## config.mk

```make
export PLATFORM = sky130hd
export DESIGN_NAME = dskhc_ctrl
export DESIGN_NICKNAME = d
export VERILOG_FILES = /design/src/core/dskhc_pkg.sv /design/src/core/dskhc_ctrl.sv
export VERILOG_INCLUDE_DIRS = /design/src /design/src/core
export SDC_FILE = /design/constraint.sdc
export NUM_CORES = 1
export LEC_CHECK = 0
export BUFFER_PORTS_ARGS = -buffer_cell sky130_fd_sc_hd__buf_2
export CORE_ASPECT_RATIO = 1.25
export CORE_UTILIZATION = 55
export CTS_CLUSTER_SIZE = 28
export DETAILED_ROUTE_END_ITERATION = 16
export PLACE_DENSITY = 0.88
export SYNTH_ARGS = -nofsm -noshare
export SYNTH_HDL_FRONTEND = slang
export SYNTH_SLANG_ARGS = --single-unit
```

## constraint.sdc

```tcl
create_clock -name CLOCK_I -period 2.5 [get_ports CLOCK_I]
set_input_delay 0.375 -clock CLOCK_I [delete_from_list [all_inputs] [get_ports CLOCK_I]]
set_output_delay 0.375 -clock CLOCK_I [all_outputs]
set_load 0.005 [all_outputs]
```

## src/core/dskhc_consts.svh

```systemverilog
// register offsets, field positions, reset values and timing figures of the diskette host controller
`ifndef DSKHC_CONSTS_SVH
`define DSKHC_CONSTS_SVH

`define DSKHC_REG_CTRL 4'h0
`define DSKHC_REG_SEEK 4'h1
`define DSKHC_REG_STATUS 4'h2
`define DSKHC_REG_WPULSE 4'h3
`define DSKHC_REG_RCOUNT 4'h4
`define DSKHC_REG_INDEX 4'h5
`define DSKHC_REG_RES0 4'h8
`define DSKHC_REG_RES6 4'he

`define DSKHC_CTRL_MOTOR_LSB 0
`define DSKHC_CTRL_UNIT_LSB 4
`define DSKHC_CTRL_SEL_BIT 6
`define DSKHC_CTRL_HEAD_BIT 7
`define DSKHC_CTRL_WREN_BIT 8
`define DSKHC_SEEK_DIR_BIT 7

`define DSKHC_STAT_RWOK_BIT 0
`define DSKHC_STAT_SEEK_BIT 1
`define DSKHC_STAT_IRQ_BIT 2
`define DSKHC_STAT_RES_BIT 3
`define DSKHC_STAT_TERM_LSB 4
`define DSKHC_STAT_MOTOR_BIT 6
`define DSKHC_STAT_LOAD_BIT 7
`define DSKHC_STAT_SETTLE_BIT 8

`define DSKHC_RCOUNT_RST 3'h7
`define DSKHC_ST0_IDX 3'h0
`define DSKHC_TERM_MSB 7
`define DSKHC_TERM_LSB 6

`define DSKHC_CLK_KHZ 40000
`define DSKHC_HEAD_LOAD_MS 35
`define DSKHC_HEAD_SETTLE_MS 15
`define DSKHC_MOTOR_START_MS 250
`define DSKHC_STEP_MS 3
`define DSKHC_STEP_HI_CYC 24'h000028
`define DSKHC_RD_HOLD_CYC 3'h4
`define DSKHC_RD_GAP_CYC 3'h4
`define DSKHC_WDAT_CYC 4'h8

`endif

```

## src/core/dskhc_pkg.sv

```systemverilog
// types of the diskette host controller
package dskhc_pkg;
  typedef enum logic [1:0] {
    SEEK_IDLE = 2'b00,
    SEEK_HIGH = 2'b01,
    SEEK_LOW = 2'b11
  } dskhc_seek_t;

  typedef enum logic [1:0] {
    RES_IDLE = 2'b00,
    RES_PULSE = 2'b01,
    RES_GAP = 2'b11,
    RES_DONE = 2'b10
  } dskhc_res_t;

  typedef struct packed {
    logic irq_s1;
    logic irq_s2;
    logic [7:0] dat_s1;
    logic [7:0] dat_s2;
    logic idx_s1;
    logic idx_s2;
    logic idx_d;
    logic [3:0] motor;
    logic [1:0] unit;
    logic sel_en;
    logic head_up;
    logic wr_req;
    dskhc_seek_t seek;
    logic [6:0] steps;
    logic dir;
    logic [23:0] step_cnt;
    logic [23:0] motor_cnt;
    logic [23:0] load_cnt;
    logic [23:0] settle_cnt;
    dskhc_res_t res;
    logic [2:0] rd_cnt;
    logic [2:0] byte_idx;
    logic [2:0] res_num;
    logic res_valid;
    logic [6:0][7:0] bytes;
    logic [3:0] wdat_cnt;
    logic [15:0] idx_count;
    logic [15:0] rdata;
  } dskhc_state_t;
endpackage

```

## src/core/dskhc_ctrl.sv

```systemverilog
// diskette host controller: drive sequencing, step pulses, result byte collection
//
// Added by the designer: the register offsets and the address-and-strobe port.
`timescale 1ns/10ps
`include "dskhc_consts.svh"

module dskhc_ctrl #(
  parameter int unsigned HEAD_LOAD_CYC = `DSKHC_HEAD_LOAD_MS * `DSKHC_CLK_KHZ,
  parameter int unsigned HEAD_SETTLE_CYC = `DSKHC_HEAD_SETTLE_MS * `DSKHC_CLK_KHZ,
  parameter int unsigned MOTOR_START_CYC = `DSKHC_MOTOR_START_MS * `DSKHC_CLK_KHZ,
  parameter int unsigned STEP_CYC = `DSKHC_STEP_MS * `DSKHC_CLK_KHZ
) (
  input wire logic CLOCK_I,
  input wire logic RST_I,
  input wire logic [3:0] ADDR_I,
  input wire logic [15:0] WDATA_I,
  input wire logic WR_I,
  input wire logic RD_I,
  output logic [15:0] RDATA_O,
  input wire logic DEV_IRQ_I,
  input wire logic [7:0] DEV_DATA_I,
  output logic DEV_RD_O,
  input wire logic INDEX_I,
  output logic [3:0] MOTOR_EN_O,
  output logic [3:0] DRIVE_SEL_O,
  output logic STEP_O,
  output logic DIR_O,
  output logic HEAD_SEL_N_O,
  output logic WR_EN_O,
  output logic WR_DATA_O,
  output logic RW_OK_O
);
  import dskhc_pkg::*;

  dskhc_state_t s_r;
  dskhc_state_t s_nxt;
  logic selected;
  logic rw_ok;
  logic [15:0] status;

  function automatic logic [23:0] dec24(input logic [23:0] v);
    dec24 = (v == 24'h000000) ? 24'h000000 : v - 24'h000001;
  endfunction

  // selection only counts while that unit's motor runs
  assign selected = s_r.sel_en & s_r.motor[s_r.unit];

  assign rw_ok = selected && s_r.motor_cnt == 24'h000000
    && s_r.load_cnt == 24'h000000
    && s_r.settle_cnt == 24'h000000
    && s_r.seek == SEEK_IDLE;

  always_comb begin
    status = 16'h0000;
    status[`DSKHC_STAT_RWOK_BIT] = rw_ok;
    status[`DSKHC_STAT_SEEK_BIT] = s_r.seek != SEEK_IDLE;
    status[`DSKHC_STAT_IRQ_BIT] = s_r.irq_s2;
    status[`DSKHC_STAT_RES_BIT] = s_r.res_valid;
    // termination class of the first result byte
    status[`DSKHC_STAT_TERM_LSB +: 2] =
      s_r.bytes[`DSKHC_ST0_IDX][`DSKHC_TERM_MSB:`DSKHC_TERM_LSB];
    status[`DSKHC_STAT_MOTOR_BIT] = s_r.motor_cnt == 24'h000000;
    status[`DSKHC_STAT_LOAD_BIT] = s_r.load_cnt == 24'h000000;
    status[`DSKHC_STAT_SETTLE_BIT] = s_r.settle_cnt == 24'h000000;
  end

  always_comb begin
    s_nxt = s_r;
    // pin inputs pass two flops; only the second is read, and index adds a third for its edge
    s_nxt.irq_s1 = DEV_IRQ_I;
    s_nxt.irq_s2 = s_r.irq_s1;
    s_nxt.dat_s1 = DEV_DATA_I;
    s_nxt.dat_s2 = s_r.dat_s1;
    s_nxt.idx_s1 = INDEX_I;
    s_nxt.idx_s2 = s_r.idx_s1;
    s_nxt.idx_d = s_r.idx_s2;
    if (s_r.idx_s2 && !s_r.idx_d) begin
      s_nxt.idx_count = s_r.idx_count + 16'h0001;
    end

    // software writes
    if (WR_I) begin
      case (ADDR_I)
        `DSKHC_REG_CTRL: begin
          s_nxt.motor = WDATA_I[`DSKHC_CTRL_MOTOR_LSB +: 4];
          s_nxt.unit = WDATA_I[`DSKHC_CTRL_UNIT_LSB +: 2];
          s_nxt.sel_en = WDATA_I[`DSKHC_CTRL_SEL_BIT];
          s_nxt.head_up = WDATA_I[`DSKHC_CTRL_HEAD_BIT];
          s_nxt.wr_req = WDATA_I[`DSKHC_CTRL_WREN_BIT];
        end
        `DSKHC_REG_SEEK: begin
          // a seek is taken only while idle; a write during a seek is dropped
          if (s_r.seek == SEEK_IDLE && WDATA_I[6:0] != 7'h00 && selected) begin
            s_nxt.steps = WDATA_I[6:0];
            s_nxt.dir = WDATA_I[`DSKHC_SEEK_DIR_BIT];
            s_nxt.seek = SEEK_HIGH;
            s_nxt.step_cnt = `DSKHC_STEP_HI_CYC;
          end
        end
        `DSKHC_REG_WPULSE: begin
          if (WR_EN_O) begin
            s_nxt.wdat_cnt = `DSKHC_WDAT_CYC;
          end
        end
        `DSKHC_REG_RCOUNT: begin
          s_nxt.res_num = (WDATA_I[2:0] == 3'h0) ? 3'h1 : WDATA_I[2:0];
        end
        default: begin
        end
      endcase
    end

    // motor start wait restarts whenever the chosen unit's motor is off
    if (!s_nxt.motor[s_nxt.unit]) begin
      s_nxt.motor_cnt = 24'(MOTOR_START_CYC);
    end else begin
      s_nxt.motor_cnt = dec24(s_r.motor_cnt);
    end
    // head load wait restarts on deselect or a change of unit
    if (!s_nxt.sel_en || !s_nxt.motor[s_nxt.unit] || s_nxt.unit != s_r.unit) begin
      s_nxt.load_cnt = 24'(HEAD_LOAD_CYC);
    end else begin
      s_nxt.load_cnt = dec24(s_r.load_cnt);
    end
    s_nxt.settle_cnt = dec24(s_r.settle_cnt);

    // step pulse train, settle wait after the last step
    case (s_r.seek)
      SEEK_IDLE: begin
      end
      SEEK_HIGH: begin
        s_nxt.step_cnt = dec24(s_r.step_cnt);
        if (s_r.step_cnt == 24'h000001) begin
          s_nxt.seek = SEEK_LOW;
          s_nxt.step_cnt = 24'(STEP_CYC) - `DSKHC_STEP_HI_CYC;
          s_nxt.steps = s_r.steps - 7'h01;
        end
      end
      SEEK_LOW: begin
        s_nxt.step_cnt = dec24(s_r.step_cnt);
        if (s_r.step_cnt == 24'h000001) begin
          if (s_r.steps == 7'h00) begin
            s_nxt.seek = SEEK_IDLE;
            s_nxt.settle_cnt = 24'(HEAD_SETTLE_CYC);
          end else begin
            s_nxt.seek = SEEK_HIGH;
            s_nxt.step_cnt = `DSKHC_STEP_HI_CYC;
          end
        end
      end
      default: begin
        s_nxt.seek = SEEK_IDLE;
      end
    endcase

    // write data pulse, dropped at once if write enable falls
    if (s_r.wdat_cnt != 4'h0) begin
      s_nxt.wdat_cnt = WR_EN_O ? s_r.wdat_cnt - 4'h1 : 4'h0;
    end

    // result collection: reading the bytes is what clears the device request
    case (s_r.res)
      RES_IDLE: begin
        if (s_r.irq_s2) begin
          s_nxt.res = RES_PULSE;
          s_nxt.byte_idx = 3'h0;
          s_nxt.res_valid = 1'b0;
          s_nxt.rd_cnt = `DSKHC_RD_HOLD_CYC;
        end
      end
      RES_PULSE: begin
        s_nxt.rd_cnt = s_r.rd_cnt - 3'h1;
        if (s_r.rd_cnt == 3'h1) begin
          // byte kept as sent: error flags of the result error byte intact
          s_nxt.bytes[s_r.byte_idx] = s_r.dat_s2;
          s_nxt.res = RES_GAP;
          s_nxt.rd_cnt = `DSKHC_RD_GAP_CYC;
        end
      end
      RES_GAP: begin
        s_nxt.rd_cnt = s_r.rd_cnt - 3'h1;
        if (s_r.rd_cnt == 3'h1) begin
          if (s_r.byte_idx + 3'h1 == s_r.res_num) begin
            s_nxt.res = RES_DONE;
            s_nxt.res_valid = 1'b1;
          end else begin
            s_nxt.byte_idx = s_r.byte_idx + 3'h1;
            s_nxt.res = RES_PULSE;
            s_nxt.rd_cnt = `DSKHC_RD_HOLD_CYC;
          end
        end
      end
      RES_DONE: begin
        // wait for the request to drop so one completion is read once
        if (!s_r.irq_s2) begin
          s_nxt.res = RES_IDLE;
        end
      end
      default: begin
        s_nxt.res = RES_IDLE;
      end
    endcase

    // read data stand one cycle after the strobe
    s_nxt.rdata = 16'h0000;
    if (RD_I) begin
      case (ADDR_I)
        `DSKHC_REG_CTRL: begin
          s_nxt.rdata = {7'h00, s_r.wr_req, s_r.head_up, s_r.sel_en, s_r.unit, s_r.motor};
        end
        `DSKHC_REG_SEEK: s_nxt.rdata = {8'h00, s_r.dir, s_r.steps};
        `DSKHC_REG_STATUS: s_nxt.rdata = status;
        `DSKHC_REG_RCOUNT: s_nxt.rdata = {13'h0000, s_r.res_num};
        `DSKHC_REG_INDEX: s_nxt.rdata = s_r.idx_count;
        default: begin
          if (ADDR_I >= `DSKHC_REG_RES0 && ADDR_I <= `DSKHC_REG_RES6) begin
            s_nxt.rdata = {8'h00, s_r.bytes[ADDR_I[2:0]]};
          end
        end
      endcase
    end

    if (RST_I) begin
      s_nxt = '0;
      s_nxt.res_num = `DSKHC_RCOUNT_RST;
      s_nxt.motor_cnt = 24'(MOTOR_START_CYC);
      s_nxt.load_cnt = 24'(HEAD_LOAD_CYC);
    end
  end

  always_ff @(posedge CLOCK_I) begin
    s_r <= s_nxt;
  end

  assign RDATA_O = s_r.rdata;
  assign DEV_RD_O = s_r.res == RES_PULSE;
  assign MOTOR_EN_O = s_r.motor;
  // only a running unit is selected; others see only motor enable
  assign DRIVE_SEL_O = selected ? (4'h1 << s_r.unit) : 4'h0;
  assign STEP_O = s_r.seek == SEEK_HIGH;
  assign DIR_O = s_r.dir;
  assign HEAD_SEL_N_O = ~s_r.head_up;
  assign WR_EN_O = s_r.wr_req & rw_ok;
  // gated here too, so the pulse never outlives write enable by a cycle
  assign WR_DATA_O = (s_r.wdat_cnt != 4'h0) & WR_EN_O;
  assign RW_OK_O = rw_ok;
endmodule

```

## After elaboration in Yosys (flattened, before gate mapping)

Cells that the tools add are included.

| storage, ports and cells | value |
|---|---|
| output and inout port bits | 31 |
| bits of input ports | 34 |
| logic and storage cells | 179 |
| register bits after elaboration | 240 |

| operators by class | value |
|---|---|
| mux-type cells | 51 |
| reductions and logical operators | 49 |
| eq/ne operators | 20 |
| bitwise logic cells | 6 |
| $add $sub $neg | 9 |
| shift-type cells | 1 |
| $lt $le $gt $ge | 7 |

Operators with widths:

| cell | number |
|---|---|
| $mux W24 | 9 |
| $logic_not A24 Y1 | 4 |
| $sub A24 B1 Y24 const B | 4 |
| $pmux W16 S5 | 1 |
| $mux W34 | 2 |
| $bwmux W56 | 1 |
| $pmux W24 S2 | 1 |
| $mux W43 | 1 |
| $mux W8 | 5 |
| $bmux W8 S3 | 1 |
| $demux W8 S3 | 1 |
| $eq A24 B1 Y1 const B | 1 |
| $mux W4 | 6 |
| $mux W21 | 1 |
| $mux W9 | 2 |
| $add A16 B1 Y16 const B | 1 |
| $reduce_and A4 Y1 | 3 |
| $reduce_bool A3 Y1 | 4 |
| $ne A2 B2 Y1 const B | 5 |
| $reduce_bool A2 Y1 | 5 |
| $logic_and A1 B1 Y1 | 9 |
| $pmux W3 S3 | 1 |
| $reduce_and A3 Y1 | 3 |
| $eq A4 B2 Y1 const B | 2 |
| 42 further kinds | 70 |

## Depth between registers and ports, before layout

| logic depth | value |
|---|---|
| word-level depth | 13 |
| depth in mapped cells | 9 |
| depth with buffers taken out | 7 |

## Worst setup path after synthesis

OpenSTA, ideal clock, no wires.

| timing path | value |
|---|---|
| path kind | input port to flip-flop |
| start | input ADDR_I[2] |
| end | register s_r[154] (netlist name) |
| library setup time | 0.132 ns |
| data arrival time | 2.447 ns |
| stages | 8 |
| path slack | -0.079 ns |
| data required time | 2.368 ns |
| buffers on the path | 3 |
| cell sequence | clkbuf_1 > or4b_2 > a2111oi_0 > a221o_1 > a21o_1 > buf_2 > buf_1 > nor3_1 |

| on the way | value |
|---|---|
| word-level cells in the longest chain between the ends | 7 |

RTL lines:

| element | line | RTL |
|---|---|---|
| start: declaration | dskhc_ctrl.sv:15 | `input wire logic [3:0] ADDR_I,` |
| $logic_not A4 Y1 | dskhc_ctrl.sv:83 | `case (ADDR_I)` |
| $mux W9 | dskhc_ctrl.sv:83 |  |
| $mux W43 | dskhc_ctrl.sv:82 | `if (WR_I) begin` |
| $bmux W1 S2 | dskhc_ctrl.sv:114 | `if (!s_nxt.motor[s_nxt.unit]) begin` |
| $mux W1 (not written as such) | dskhc_ctrl.sv:114 |  |
| $not A1 Y1 (no line) | n/a |  |
| $reduce_or A3 Y1 (no line) | n/a |  |
| end signal: assignment | dskhc_ctrl.sv:232 | `s_r <= s_nxt;` |
| end: declaration | dskhc_ctrl.sv:35 | `dskhc_state_t s_r;` |

Every way passes these cells. The select of a mux whose other input is x is not followed.
A chain may end at the register's enable or synchronous reset.

## Final worst setup path

| timing path | value |
|---|---|
| start | register s_r[120] (netlist name) |
| end | output RW_OK_O |

| on the way | value |
|---|---|
| word-level cells in the longest chain between the ends | 3 |

RTL lines:

| element | line | RTL |
|---|---|---|
| $logic_not A24 Y1 | dskhc_ctrl.sv:50 | `&& s_r.settle_cnt == 24'h000000` |
| $logic_and A1 B1 Y1 | dskhc_ctrl.sv:50 |  |
| $logic_and A1 B1 Y1 | dskhc_ctrl.sv:51 | `&& s_r.seek == SEEK_IDLE;` |
| end: declaration | dskhc_ctrl.sv:31 | `output logic RW_OK_O` |

Every way passes these cells.

==> results.yml <==
floorplan:
  die_width_um: 131.1
  ios: 65
  rows: 58
  initial_core_util_pct: 56.58
  die_area_um2: 21410
  coreArea_um2: 20250
  die_y_um: 163.4
clock_network:
  cts_made_buffers: 24
  holdBufCountCts: 0
  cts_tree: "done"
  cts.clk_slew.worst_paths_ns: 0.06
  clock-sinks: 240
  htree_levels: 1
  cts-root-buf: "clkbuf_16"
  cts.path.max_buffers: 3
  clock_latency_ns: 0.52
run_status:
  status: "finished with violations"
  violations: "negative setup slack"
power_and_ir_drop:
  max-vdd-ir-drop_mv: 0.5557
  power.leakage_nw: 5.381
  power.density_nw_per_um2: 576.9
logic_synthesis:
  synth_area_leaders: "dfxtp_1, mux2i_1, nor2_1"
  synth_top_area_share_pct: 41.94
  async_flop_share_pct: 0
  yosys_most_used_dff: "dfxtp_1"
  synth_area_um2: 11460
  synth_top_cell_by_area: "dfxtp_1"
  yosys_warnings: 0
  yosysSeqAreaShare_pct: 41.94
  synth.avg_cell_area_um2: 8.874
  synth-edff-count: 0
  synth.net_count: 1340
  synth_cells: 1291
  synth-seq-cells: 240
  synthDistinctLibCells: 78
worst_setup_path:
  regToRegSetupSlack_ns: -0.01
  path_class: "flop to output pin"
  crit_path_end_kind: "output pin"
  worstPathArrival_ns: 2.59
  path_delay_family: "simple AND/OR/NAND/NOR gates"
  startpoint_type: "flop"
  slowest_delay_ns: 0.54
  cpMaxStageDelayCell: "or4_4"
  worst-path-buf-inv: 3
  critPathMaxFanout: 4
  required_ns: 2.12
  crit_chain: "or4_4 -> or4_4 -> nor4_4 -> nand2_2 -> buf_6 -> inv_2 -> buf_6"
global_route:
  grt_max_degree: 98
  grt_overflow: 0
  grt_pass1_vias: 9789
  antenna_found_initial: 3
  grt_first_pass_wirelength_um: 47480
  grt_usage_pct: 27.55
sta:
  slew_violations: 0
  setup_tns_ns: -1.365
  fin_crit_sh_pct: 118.5
  setup-violations-final: 4
  hold_ws_ns: 0.07568
  finClkSkew_ns: 0.01349
  worstMarginPinSlew_ns: 0.9889
  max_freq_mhz: 337.4
  rsz0062_at_grt: "true"
  final.min_clock_period_ns: 2.964
  relSlewSlack_pct: 34.08
  setup_slack_ns: -0.4636
  hold_viol_final: 0
place:
  pre_cts_ws_ns: -0.07969
  placed_cell_area_um2: 12350
  hpwl_um: 19450
  portBuffers: 57
  gp_congestion: 0.9702
drt:
  wl_per_cell_um: 17.82
  antenna_left: 0
  drt_iter0_drc: 954
  vias: 10226
  wl_um: 29690
  dr.pass1.iters: 6
  vias_per_cell: 6.138
  route.detailed.drc: 0
hold_path:
  hold_class: "primary input to flop"
job:
  maxCapViolCount: 0
cells_and_area:
  fin_util_pct: 65.65
  syn2layout_area_growth_pct: 16.03
  layout-drive-gt1-share_pct: 18.31
  nFillCells: 1420
  post-route-cell-area_um2: 13290
  fin_nets: 1429
sequential cells by signal, summed over array words and instances (netlist names):
register	count
s_r	219
RDATA_O	16
MOTOR_EN_O	4
DIR_O	1
path summary, 6_finish.rpt:
| path | from | to | cells past startpoint |
|---|---|---|---|
| worst min register to register | s_r[221] | s_r[220] | 1 |
| worst max register to register | s_r[195] | s_r[206] | 5 |
| worst min-delay path | DEV_DATA_I[2] | s_r[232] | 2 |
| worst max-delay path | s_r[120] | RW_OK_O | 7 |
area by class of cell:
cell class,count,area [um^2],share of cell area (%)
antenna,3,7.507,0.05648
timing repair buffer,153,1044,7.850
clock inverter,4,26.28,0.1977
sequential,240,4810,36.18
inverter,25,93.84,0.7060
multi-input combinational,936,6251,47.03
clock buffer,35,723.2,5.441
tap,270,337.8,2.541
Yosys cell counts (13+ instances only):
master	instances
dfxtp_1	240
nor2_1	140
nand2_1	112
mux2i_1	81
nor3_1	66
clkbuf_1	52
o21ai_0	50
xnor2_1	49
nor4_1	42
a21oi_1	38
xor2_1	33
nand3_1	31
nor2b_1	30
inv_1	25
and3_1	24
buf_4	21
nand4_1	20
ha_1	15
or3_1	15
buf_1	13
or4_1	13
worst register-to-register path: stages (launching register included):
cell     delay (ns)
dfxtp_2        0.32
or4_4          0.54
or4b_4         0.60
or3_4          0.38
or4_1          0.45
a31oi_1        0.14
kinds of logic after synthesis:
kind of cell / Yosys count / share of synthesized area [%]
buf+inv: 115 / 4.609
mux: 99 / 9.928
xor+xnor: 83 / 6.466
simple gates: 559 / 25.05
flops: 240 / 41.94
compound gates: 180 / 10.37
fa+ha+maj: 15 / 1.638
cell usage in the layout (no fill, tap or decap), types with 11 or more instances in the layout:
cell type	n
o21ai_0	48
nor4_1	39
or3_1	15
xor2_1	33
buf_4	94
nand4_1	20
a21oi_1	37
buf_2	55
mux2i_1	81
clkbuf_16	25
dfxtp_1	236
nand3_1	31
nor2b_1	30
and3_1	24
nor2_1	139
inv_1	24
xnor2_1	49
ha_1	15
nor3_1	61
nand2_1	111
mux4_2	11
through the flow:
stage | cells | total power [mW]
2_1_floorplan | 1291 | 4.161
3_3_place_gp | 1616 | 4.259
3_5_place_dp | 1616 | 4.271
4_1_cts | 1660 | 7.668
6_report | 1666 | 7.669
5_1_grt | 1665 | 7.875
where the power goes:
| part | leakage, nW | internal [mW] | switching (mW) | total, mW |
|---|---|---|---|---|
| registers | 1.94 | 3.85 | 0.0351 | 3.89 |
| clock network | 0.368 | 1.99 | 1.48 | 3.47 |
| logic | 3.07 | 0.122 | 0.185 | 0.307 |
metal layers:
layer  share of wire (%)  vias to the layer above  global-route usage (%)
met1                  40                     4929                   33.67
li1                    -                     4774                       -
met3                 6.9                      104                   4.618
met4                 4.0                        2                   12.90
met5               0.044                        -                       0
met2                  49                      417                   46.73
timing repair:
item	CTS	global route
buffers inserted	5	3
gates resized for setup	15	17
pin swaps	5	5
endpoints found under the hold margin	0	0
setup endpoints to repair	8	37
Power figures use the tool's default switching activity.
